**src/rtl/twi_status_pkg.sv**
```systemverilog
package twi_status_pkg;

  // ----------------------------------------------------------------
  // register byte offsets
  // ----------------------------------------------------------------
  localparam logic [7:0] OFS_STATUS  = 8'h1c;
  localparam logic [7:0] OFS_IRQ_SET = 8'h20;
  localparam logic [7:0] OFS_IRQ_CLR = 8'h24;
  localparam logic [7:0] OFS_IRQ_ST  = 8'h28;
  localparam logic [7:0] OFS_FLAGCLR = 8'h2c;
  localparam logic [7:0] OFS_PARAM   = 8'h30;
  localparam logic [7:0] OFS_VERSION = 8'h34;

  // ----------------------------------------------------------------
  // status and version word bit positions
  // ----------------------------------------------------------------
  localparam int BIT_RX_READY  = 0;
  localparam int BIT_TX_READY  = 1;
  localparam int BIT_CMD_READY = 2;
  localparam int BIT_CMD_DONE  = 3;
  localparam int BIT_IDLE      = 4;
  localparam int BIT_ADDR_NAK  = 8;
  localparam int BIT_DATA_NAK  = 9;
  localparam int BIT_ARB_LOST  = 10;
  localparam int BIT_ALERT     = 11;
  localparam int BIT_TIMEOUT   = 12;
  localparam int BIT_PEC_ERR   = 13;
  localparam int BIT_STOP_ACC  = 14;
  localparam int BIT_MASTER_EN = 16;
  localparam int VER_NUM_LSB   = 0;
  localparam int VARIANT_LSB   = 16;

  localparam logic [31:0] MASKABLE_BITS = 32'h0000_3f1f;
  localparam logic [31:0] CLEARABLE_BITS = 32'h0000_7f08;
  localparam logic [31:0] MASK_RESET    = 32'h0000_0000;
  localparam logic [31:0] STATUS_RESET  = 32'h0000_0000;
  localparam logic [31:0] PARAM_VALUE   = 32'h0000_0000;

  // sticky flag slots inside sticky_flags
  localparam int NUM_STICKY = 8;
  localparam int SF_DONE    = 0;
  localparam int SF_ADDR_NAK = 1;
  localparam int SF_DATA_NAK = 2;
  localparam int SF_ARB     = 3;
  localparam int SF_ALERT   = 4;
  localparam int SF_TIMEOUT = 5;
  localparam int SF_PEC     = 6;
  localparam int SF_STOP    = 7;

  // ----------------------------------------------------------------
  // carriers
  // ----------------------------------------------------------------
  typedef struct packed {
    logic stop_accept;
    logic pec_mismatch;
    logic timeout;
    logic addr_nak;
    logic data_nak;
    logic cmd_finished;
    logic cmd_failed;
    logic stop_sent;
  } engine_evt_t;

  typedef struct packed {
    logic cur_cmd_valid;
    logic next_cmd_valid;
    logic cmd_busy;
    logic tx_hold_full;
    logic tx_stopped;
    logic rx_hold_valid;
    logic master_enabled;
    logic smbus_mode;
    logic drive_data_bit;
    logic sda_drive_low;
  } engine_lvl_t;

  typedef struct packed {
    logic scl;
    logic sda;
    logic alert_n;
  } pin_bits_t;

  typedef struct packed {
    pin_bits_t meta;
    pin_bits_t sync;
  } sync_state_t;

  typedef struct packed {
    logic [NUM_STICKY-1:0] flags;
  } sticky_state_t;

  typedef struct packed {
    logic [31:0] status;
    logic [31:0] mask;
    logic [31:0] rdata;
    logic        ready;
    logic        err;
    logic        irq;
    logic        scl_q;
  } core_state_t;

endpackage

```
**src/rtl/twi_status_irq.sv**
```systemverilog
// Overview of operation
// alert seen on the bus sets alert flag until software clears it.
// released SDA read low at SCL rise sets arbitration-lost flag.
// slave NAK in data phase sets data-NAK flag.
// no ACK in address phase sets address-NAK flag.
// ones written to flag-clear clear the matching sticky flags.
// idle flag high exactly when nothing executes and nothing is pending.
// command-done set only on success with STOP sent.
// failed command never sets command-done.
// command-ready high while either command slot can accept a command.
// tx-ready high while holding register has room and transfer runs.
// rx-ready high while a received byte waits.
// ones written to enable register set mask bits; only bits 0-4 and 8-13 can be set, so stop-accepted can never be enabled.
// ones written to disable register clear mask bits.
// mask register reads enabled sources, zero after reset.
// zero bits in enable, disable, clear writes change nothing.
// read-only version word with version and variant, no effect.
// accepted stop request sets stop-accepted flag.
// PEC mismatch in SMBus mode sets PEC-error flag.
// SMBus timeout sets timeout flag.
// status word shows master-enabled as a read-only bit.
// interrupt high when any flag is set with its mask bit.
// parameter word reads zero; writes to read-only words ignored.
`timescale 1ns/100ps
`default_nettype none
module twi_status_irq
  import twi_status_pkg::*;
#(
  parameter logic [11:0] VERSION_NUM = 12'h001, // value arbitrary
  parameter logic [3:0]  VARIANT_NUM = 4'h0     // value arbitrary
) (
  input  wire logic        pclk,      // bus clock, 125 MHz
  input  wire logic        presetn,   // async reset, active low
  input  wire logic        psel,      // apb select
  input  wire logic        penable,   // apb access phase
  input  wire logic        pwrite,    // apb direction
  input  wire logic [7:0]  paddr,     // apb byte address
  input  wire logic [31:0] pwdata,    // apb write data
  output logic      [31:0] prdata,    // apb read data
  output logic             pready,    // apb ready
  output logic             pslverr,   // apb error, unmapped address
  input  wire pin_bits_t   pins,      // scl, sda, alert_n from pads
  input  wire engine_evt_t ev,        // one-cycle events from engine
  input  wire engine_lvl_t lvl,       // levels from engine
  output logic             irq        // interrupt request
);

  // ----------------------------------------------------------------
  // pins and flags
  // ----------------------------------------------------------------
  core_state_t           st;
  core_state_t           ns;
  pin_bits_t             pins_s;
  logic [NUM_STICKY-1:0] sticky_q;
  logic [NUM_STICKY-1:0] sticky_set;
  logic [NUM_STICKY-1:0] sticky_clr;
  logic                  scl_rise;
  logic                  access;
  logic                  commit;
  logic                  mapped;
  logic                  wr_commit;
  logic [31:0]           level_bits;
  logic [31:0]           flag_bits;

  pin_sync u_sync (
    .pclk    (pclk),
    .presetn (presetn),
    .pins    (pins),
    .pins_s  (pins_s)
  );

  sticky_flags u_flags (
    .pclk    (pclk),
    .presetn (presetn),
    .set     (sticky_set),
    .clr     (sticky_clr),
    .flags   (sticky_q)
  );

  assign scl_rise = pins_s.scl & ~st.scl_q;
  assign access   = psel & penable;
  // pready is high in the second access cycle; that edge commits
  assign commit    = access & st.ready;
  assign wr_commit = commit & pwrite & ~st.err;

  always_comb begin
    case (paddr)
      OFS_STATUS, OFS_IRQ_SET, OFS_IRQ_CLR, OFS_IRQ_ST,
      OFS_FLAGCLR, OFS_PARAM, OFS_VERSION: mapped = 1'b1;
      default: mapped = 1'b0;
    endcase
  end

  always_comb begin
    sticky_set          = '0;
    sticky_set[SF_ALERT] = ~pins_s.alert_n;
    // only while we release sda for our own bit; ack slots excluded
    sticky_set[SF_ARB]  = scl_rise & lvl.drive_data_bit
                          & ~lvl.sda_drive_low & ~pins_s.sda;
    sticky_set[SF_DATA_NAK] = ev.data_nak;
    sticky_set[SF_ADDR_NAK] = ev.addr_nak;
    sticky_set[SF_DONE] = ev.cmd_finished & ev.stop_sent
                          & ~ev.cmd_failed;
    sticky_set[SF_STOP] = ev.stop_accept;
    sticky_set[SF_PEC]  = ev.pec_mismatch & lvl.smbus_mode;
    sticky_set[SF_TIMEOUT] = ev.timeout;
  end

  always_comb begin
    sticky_clr = '0;
    if (wr_commit && paddr == OFS_FLAGCLR) begin
      sticky_clr[SF_DONE]  = pwdata[BIT_CMD_DONE];
      sticky_clr[SF_ADDR_NAK] = pwdata[BIT_ADDR_NAK];
      sticky_clr[SF_DATA_NAK] = pwdata[BIT_DATA_NAK];
      sticky_clr[SF_ARB]   = pwdata[BIT_ARB_LOST];
      sticky_clr[SF_ALERT] = pwdata[BIT_ALERT];
      sticky_clr[SF_TIMEOUT] = pwdata[BIT_TIMEOUT];
      sticky_clr[SF_PEC]   = pwdata[BIT_PEC_ERR];
      sticky_clr[SF_STOP]  = pwdata[BIT_STOP_ACC];
    end
  end

  // ----------------------------------------------------------------
  // status word
  // ----------------------------------------------------------------
  always_comb begin
    level_bits                = '0;
    level_bits[BIT_RX_READY]  = lvl.rx_hold_valid;
    level_bits[BIT_TX_READY]  = ~lvl.tx_hold_full & ~lvl.tx_stopped;
    level_bits[BIT_CMD_READY] = ~lvl.cur_cmd_valid | ~lvl.next_cmd_valid;
    level_bits[BIT_IDLE]      = ~lvl.cmd_busy & ~lvl.next_cmd_valid
                                & ~lvl.cur_cmd_valid;
    level_bits[BIT_MASTER_EN] = lvl.master_enabled;
    flag_bits                 = '0;
    flag_bits[BIT_CMD_DONE]   = sticky_q[SF_DONE];
    flag_bits[BIT_ADDR_NAK]   = sticky_q[SF_ADDR_NAK];
    flag_bits[BIT_DATA_NAK]   = sticky_q[SF_DATA_NAK];
    flag_bits[BIT_ARB_LOST]   = sticky_q[SF_ARB];
    flag_bits[BIT_ALERT]      = sticky_q[SF_ALERT];
    flag_bits[BIT_TIMEOUT]    = sticky_q[SF_TIMEOUT];
    flag_bits[BIT_PEC_ERR]    = sticky_q[SF_PEC];
    flag_bits[BIT_STOP_ACC]   = sticky_q[SF_STOP];
  end

  // ----------------------------------------------------------------
  // apb slave and mask
  // ----------------------------------------------------------------
  always_comb begin
    ns        = st;
    ns.scl_q  = pins_s.scl;
    ns.status = level_bits | flag_bits;
    ns.ready  = access & ~st.ready;
    ns.err    = access & ~st.ready & ~mapped;
    if (access && !st.ready) begin
      case (paddr)
        OFS_STATUS:  ns.rdata = st.status;
        OFS_IRQ_ST:  ns.rdata = st.mask;
        OFS_PARAM:   ns.rdata = PARAM_VALUE;
        OFS_VERSION: begin
          ns.rdata = '0;
          ns.rdata[VER_NUM_LSB +: 12] = VERSION_NUM;
          ns.rdata[VARIANT_LSB +: 4]  = VARIANT_NUM;
        end
        default:     ns.rdata = '0;
      endcase
    end
    // writes to status, mask, parameter and version fall through
    if (wr_commit && paddr == OFS_IRQ_SET) begin
      ns.mask = st.mask | (pwdata & MASKABLE_BITS);
    end
    if (wr_commit && paddr == OFS_IRQ_CLR) begin
      ns.mask = st.mask & ~(pwdata & MASKABLE_BITS);
    end
    ns.irq = |(ns.status & ns.mask);
  end

  always_ff @(posedge pclk or negedge presetn) begin
    if (!presetn) begin
      st       <= '0;
      st.status <= STATUS_RESET;
      st.mask  <= MASK_RESET;
      st.scl_q <= 1'b1;
    end else begin
      st <= ns;
    end
  end

  assign prdata  = st.rdata;
  assign pready  = st.ready;
  assign pslverr = st.err;
  assign irq     = st.irq;
endmodule
`default_nettype wire

```
**src/rtl/pin_sync.sv**
```systemverilog
`timescale 1ns/100ps
`default_nettype none
module pin_sync
  import twi_status_pkg::*;
(
  input  wire logic      pclk,    // bus clock
  input  wire logic      presetn, // async reset, active low
  input  wire pin_bits_t pins,    // raw bus pins
  output var  pin_bits_t pins_s   // pins after two flops
);
  sync_state_t st;
  sync_state_t ns;

  always_comb begin
    ns      = st;
    ns.meta = pins;
    ns.sync = st.meta;
  end

  // idle bus levels are high, so reset to ones
  always_ff @(posedge pclk or negedge presetn) begin
    if (!presetn) begin
      st <= '1;
    end else begin
      st <= ns;
    end
  end

  assign pins_s = st.sync;
endmodule
`default_nettype wire

```
**src/rtl/sticky_flags.sv**
```systemverilog
`timescale 1ns/100ps
`default_nettype none
module sticky_flags
  import twi_status_pkg::*;
(
  input  wire logic                  pclk,    // bus clock
  input  wire logic                  presetn, // async reset, active low
  input  wire logic [NUM_STICKY-1:0] set,     // hardware event per flag
  input  wire logic [NUM_STICKY-1:0] clr,     // software clear per flag
  output logic      [NUM_STICKY-1:0] flags    // registered flags
);
  sticky_state_t st;
  sticky_state_t ns;

  // set beats clear so an event in the clear cycle survives
  for (genvar i = 0; i < NUM_STICKY; i++) begin : g_flag
    always_comb begin
      ns.flags[i] = set[i] | (st.flags[i] & ~clr[i]);
    end
  end

  always_ff @(posedge pclk or negedge presetn) begin
    if (!presetn) begin
      st <= '0;
    end else begin
      st <= ns;
    end
  end

  assign flags = st.flags;
endmodule
`default_nettype wire

```
**config.mk**
```make
export PLATFORM = sky130hd
export DESIGN_NAME = twi_status_irq
export DESIGN_NICKNAME = d
export VERILOG_FILES = /design/src/rtl/twi_status_pkg.sv /design/src/rtl/twi_status_irq.sv /design/src/rtl/pin_sync.sv /design/src/rtl/sticky_flags.sv
export SDC_FILE = /design/constraint.sdc
export NUM_CORES = 1
export LEC_CHECK = 0
export BUFFER_PORTS_ARGS = -buffer_cell sky130_fd_sc_hd__buf_2
export CORE_UTILIZATION = 49
export DETAILED_ROUTE_END_ITERATION = 10
export PLACE_DENSITY = 0.84
export SLEW_MARGIN = 15
export SYNTH_ARGS = -nofsm -noshare
export SYNTH_HDL_FRONTEND = slang
export SYNTH_SLANG_ARGS = --single-unit
```
**constraint.sdc**
```tcl
create_clock -name pclk -period 4.7 [get_ports pclk]
set_input_delay 0.94 -clock pclk [delete_from_list [all_inputs] [get_ports pclk]]
set_output_delay 0.94 -clock pclk [all_outputs]
set_load 0.02 [all_outputs]
```
======== Word level (Yosys, flattened, before mapping) ========
Index checks and enable logic that the tools add are counted.
word-level totals
  logic and storage cells ................. 92
  input port bits ......................... 66
  bits in registers ....................... 99
cells by class
  eq/ne operators ......................... 7
  reductions and logical operators ........ 7
  multiplexer cells ....................... 5
  bitwise gates (word level) .............. 59
operator list
  cell                                                              number
  32-bit one-hot mux with 3 select lines                            1
  32-bit 2-to-1 mux                                                 2
  8-bit by 6-bit == test with 1-bit output (second input constant)  6
  17-bit by 32-bit bitwise AND with 32-bit output                   1
  32-bit bitwise AND                                                1
  14-bit inverter with 32-bit output                                1
  32-bit by 14-bit bitwise OR with 32-bit output                    1
  32-bit OR reduction                                               1
  1-bit bitwise AND                                                 24
  1-bit inverter                                                    21
  17-bit by 15-bit bitwise OR with 17-bit output                    1
  1-bit bitwise OR                                                  9
  8-bit by 5-bit == test with 1-bit output (second input constant)  1
  8-bit 2-to-1 mux                                                  1
  7-bit OR reduction                                                1
  1-bit logical AND                                                 4
  1-bit logical NOT                                                 1
  1-bit 2-to-1 mux                                                  1

======== Depth between registers and ports, before layout ========
  word-level depth ........................ 9
  gate-level depth with buffers ........... 8
  gate-level depth less buffers ........... 6

======== By module ========
From an unflattened synthesis, not the netlist that was laid out.
second synthesis, totals
  cell total of the unflattened synthesis .. 266
  area, all modules ....................... 2857.7 µm²
modules (own cells, without submodules)
  module          sequential area each (µm²)  area an instance (µm²)  instances  cells each
  twi_status_irq  1027.2                      2409.8                  1          236
  sticky_flags    200.2                       290.3                   1          24
  pin_sync        157.7                       157.7                   1          6

======== Worst setup path before layout ========
OpenSTA, ideal clock, no wires.
  path type ............................... input port to flip-flop
  start point ............................. in paddr[7]
  end point ............................... reg st, in the netlist irq
  stages .................................. 7
  setup slack ............................. 2.270 ns
  arrival ................................. 2.287 ns
  required time ........................... 4.557 ns
  cell sequence ........................... nor4_4 > and4_1 > buf_4 > nand3_1 > mux2i_1 > a2111oi_2 > nand4_1
RTL lines
  item                  RTL line               RTL
  start, declared       twi_status_irq.sv:37   input wire logic [7:0] paddr,
  end signal, assigned  twi_status_irq.sv:184  st <= ns;
  end, declared         twi_status_irq.sv:51   core_state_t st;

==> insert_results.sql <==
INSERT INTO impl_metrics (metric_group, metric, value, unit) VALUES
('outcome', 'outcome', 'finished, final reports clean', ''),
('yosys', 'synth_area', '2460', 'um2'),
('yosys', 'yosys_warnings', '0', ''),
('timing', 'timing.max_slew.rel_slack', '55.8', '%'),
('layout', 'final.fill_count', '415', ''),
('placed_design', 'dp_hpwl', '3290', 'um'),
('timing', 'timing.fmax', '378', 'MHz'),
('timing', 'hold_vio_cnt_final', '0', ''),
('routing', 'route.detailed.vias_per_inst', '4.91', ''),
('worst_setup_path', 'critical-path-max-stage-delay', '0.51', 'ns'),
('routing', 'wl', '4480', 'um'),
('yosys', 'synth_async_sr_flop_share', '100', '%'),
('floorplan', 'core-area', '4790', 'um2'),
('clocking', 'cts_tree', 'built', ''),
('layout', 'layout-area-overhead-vs-synth', '11.9', '%'),
('layout', 'fin_cells', '349', ''),
('yosys', 'synth_common_cells', 'sky130_fd_sc_hd__dfrtp_1, sky130_fd_sc_hd__buf_4, sky130_fd_sc_hd__nand2_1, sky130_fd_sc_hd__nor2_1, sky130_fd_sc_hd__nand3_1', ''),
('layout', 'final_net_count', '347', ''),
('yosys', 'synth_enable_flop_cells', '0', ''),
('yosys', 'post_synth_num_cell_types', '37', ''),
('routing', 'detailedRoute.firstIterationViolations', '123', ''),
('clocking', 'clock_insertion_delay_worst_skew', '0.30', 'ns'),
('timing', 'timing_worst_slew_pin_value', '0.663', 'ns'),
('global_routing', 'gr-total-overflow', '0', ''),
('clocking', 'post_cts_hold_buffer_count', '0', ''),
('clocking', 'cts_buffer_depth', '2', ''),
('worst_setup_path', 'timing.critical_path.max_delay_family', 'simple AND/OR/NAND/NOR gates', ''),
('clocking', 'cts-htree-levels', '2', ''),
('global_routing', 'maximum_number_of_pins_on_one_net_before_global_route_repair', '56', ''),
('worst_setup_path', 'crit_path_max_fanout', '11', ''),
('clocking', 'cts.sinks', '55', ''),
('worst_setup_path', 'setup.worst_path.end_class', 'register', ''),
('placed_design', 'gp_congestion', '0.787', ''),
('floorplan', 'floorplan.die_area', '5300', 'um2'),
('power', 'power_leakage', '0.00134', 'uW'),
('yosys', 'synth_top_cells_by_area', 'sky130_fd_sc_hd__dfrtp_1, sky130_fd_sc_hd__buf_4, sky130_fd_sc_hd__dfstp_2', ''),
('timing', 'grt_setup_unrepaired', 'no', ''),
('routing', 'first_pass_iters', '4', ''),
('global_routing', 'global_route_wire_length_before_repair', '7210', 'um'),
('timing', 'post-route-worst-setup-slack', '2.05', 'ns'),
('layout', 'antenna_cells', '0', ''),
('clocking', 'post-cts-setup-buffer-count', '0', ''),
('timing', 'finClkSkew', '0.00919', 'ns'),
('yosys', 'synth_top_area_cell', 'sky130_fd_sc_hd__dfrtp_1', ''),
('floorplan', 'dieWidth', '72.8', 'um'),
('floorplan', 'die_y', '72.8', 'um'),
('worst_setup_path', 'ordered_cell_list_for_the_critical_path', 'buf_2 -> nor4_4 -> and4_1 -> nand3_1 -> mux2i_1 -> a222oi_1 -> nand4_1', ''),
('timing', 'setup-tns-final', '0', 'ns'),
('global_routing', 'grt_pass1_vias', '1621', ''),
('clocking', 'cts-root-buf', 'sky130_fd_sc_hd__clkbuf_8', ''),
('min_path', 'worst_hold_path_type', 'reg -> reg', ''),
('power', 'power.ir.vdd_worst', '0.000249', 'V'),
('yosys', 'most_common_cell_in_the_netlist', 'sky130_fd_sc_hd__dfrtp_1', ''),
('yosys', 'ys_dominant_reg_cell', 'sky130_fd_sc_hd__dfrtp_1', ''),
('power', 'power', '897', 'uW'),
('timing', 'post-route-min-period', '2.65', 'ns'),
('floorplan', 'initial_utilization', '51.3', '%'),
('worst_setup_path', 'critical_path.n_buffers_inverters', '1', ''),
('layout', 'final_standard_cell_utilization_of_the_core', '57.4', '%'),
('placed_design', 'dpl.cell_count', '341', ''),
('run', 'max_cap_violations', '0', ''),
('power', 'power.density', '327', 'nW/um2'),
('yosys', 'synth_area_per_cell', '10.5', 'um2'),
('routing', 'route.vias.total', '1713', ''),
('routing', 'route.detailed.wl_per_inst', '12.8', 'um'),
('yosys', 'syn_inst', '235', ''),
('worst_setup_path', 'timing.critical_path.slowest_stage_cell', 'sky130_fd_sc_hd__and4_1', ''),
('clocking', 'post_cts_resized', '0', ''),
('global_routing', 'grt_use_total', '18.0', '%'),
('clocking', 'clock_slew_seen_by_the_registers_of_the_worst_setup_and_hold_paths', '0.08', 'ns'),
('timing', 'report.final.setup_viol', '0', '');
==> worst register-to-register path, cell delays in order, from the launching register on <==
cell,delay [ns]
sky130_fd_sc_hd__dfrtp_1,0.38
sky130_fd_sc_hd__and3b_1,0.20
sky130_fd_sc_hd__and4_1,0.46
sky130_fd_sc_hd__nand3_1,0.16
sky130_fd_sc_hd__mux2i_1,0.16
sky130_fd_sc_hd__a222oi_1,0.43
sky130_fd_sc_hd__nand4_1,0.14
==> layout by cell type, fill, tap and decap left out, types with 2 or more instances in the layout <==
master	n
sky130_fd_sc_hd__nand2b_1	5
sky130_fd_sc_hd__dfstp_2	7
sky130_fd_sc_hd__a221oi_1	10
sky130_fd_sc_hd__conb_1	19
sky130_fd_sc_hd__inv_1	5
sky130_fd_sc_hd__buf_2	61
sky130_fd_sc_hd__nand3_1	11
sky130_fd_sc_hd__clkbuf_8	7
sky130_fd_sc_hd__o21ai_1	7
sky130_fd_sc_hd__buf_4	3
sky130_fd_sc_hd__mux2i_1	8
sky130_fd_sc_hd__a21o_1	4
sky130_fd_sc_hd__nand2_1	34
sky130_fd_sc_hd__nor2_1	21
sky130_fd_sc_hd__a31oi_1	2
sky130_fd_sc_hd__and4b_1	2
sky130_fd_sc_hd__a21oi_1	4
sky130_fd_sc_hd__dfrtp_1	48
sky130_fd_sc_hd__inv_2	2
sky130_fd_sc_hd__nor3_1	3
sky130_fd_sc_hd__a22o_1	2
==> flip-flops by register name, summed over array words and instances (netlist names) <==
signal	count
u_sync.pins_s	3
u_flags.flags	8
pready	1
prdata	13
irq	1
pslverr	1
st	25
u_sync.ns	3
==> final cells by class <==
class,count,area (um2),area share (%)
well taps,67,83.8,3.05
inverters,7,26.3,0.956
repair buffers,64,328,11.9
clock inverters,1,7.51,0.273
clock buffers,7,96.3,3.51
multi-input cells,148,821,29.9
flip-flops and latches,55,1390,50.4
==> metal layers <==
layer / vias up / wire [um] / GRT usage, %
li1: 837 / - / -
met1: 809 / 1910 / 21.5
met2: 59 / 2270 / 32.2
met3: 8 / 220 / 3.73
met4: 0 / 77 / 6.32
met5: - / 0 / 0
==> cell families (layout without fill, tap and decap cells) <==
group / after synthesis / in the layout / share of synthesized area, %
AOI/OAI and AO/OA: 34 / 34 / 10.1
buffers and inverters: 50 / 79 / 12.9
DFF: 55 / 55 / 56.4
muxes: 8 / 8 / 3.26
other: 1 / 19 / 0.153
and+or+nand+nor: 87 / 87 / 17.1
==> path summary, 6_finish.rpt <==
kind / startpoint / endpoint / slack, ns / cells after the start
max in group asynchronous: presetn / u_flags.flags[3] / 3.51 / 2
worst min-delay path: u_sync.ns[0] / u_sync.pins_s[0] / 0.36 / 0
worst max register to register: pslverr / irq / 2.63 / 6
worst min register to register: u_sync.ns[0] / u_sync.pins_s[0] / 0.36 / 0
min in group asynchronous: presetn / st[68] / 0.76 / 2
worst max-delay path: paddr[7] / irq / 2.05 / 7
==> power by group <==
| group | switching (uW) | leakage [uW] | internal [uW] |
|---|---|---|---|
| logic | 73.7 | 0.000691 | 38.4 |
| registers | 10.6 | 0.000601 | 497 |
| clock network | 143 | 0.0000505 | 134 |
==> per-stage QoR <==
step	hold WS (ns)	instance area [um2]
6_report	0.360	2750
5_1_grt	0.364	2750
4_1_cts	0.361	2750
3_5_place_dp	0.348	2640
3_3_place_gp	0.346	2640
2_1_floorplan	0.345	2520
Power figures use the tool's default switching activity.
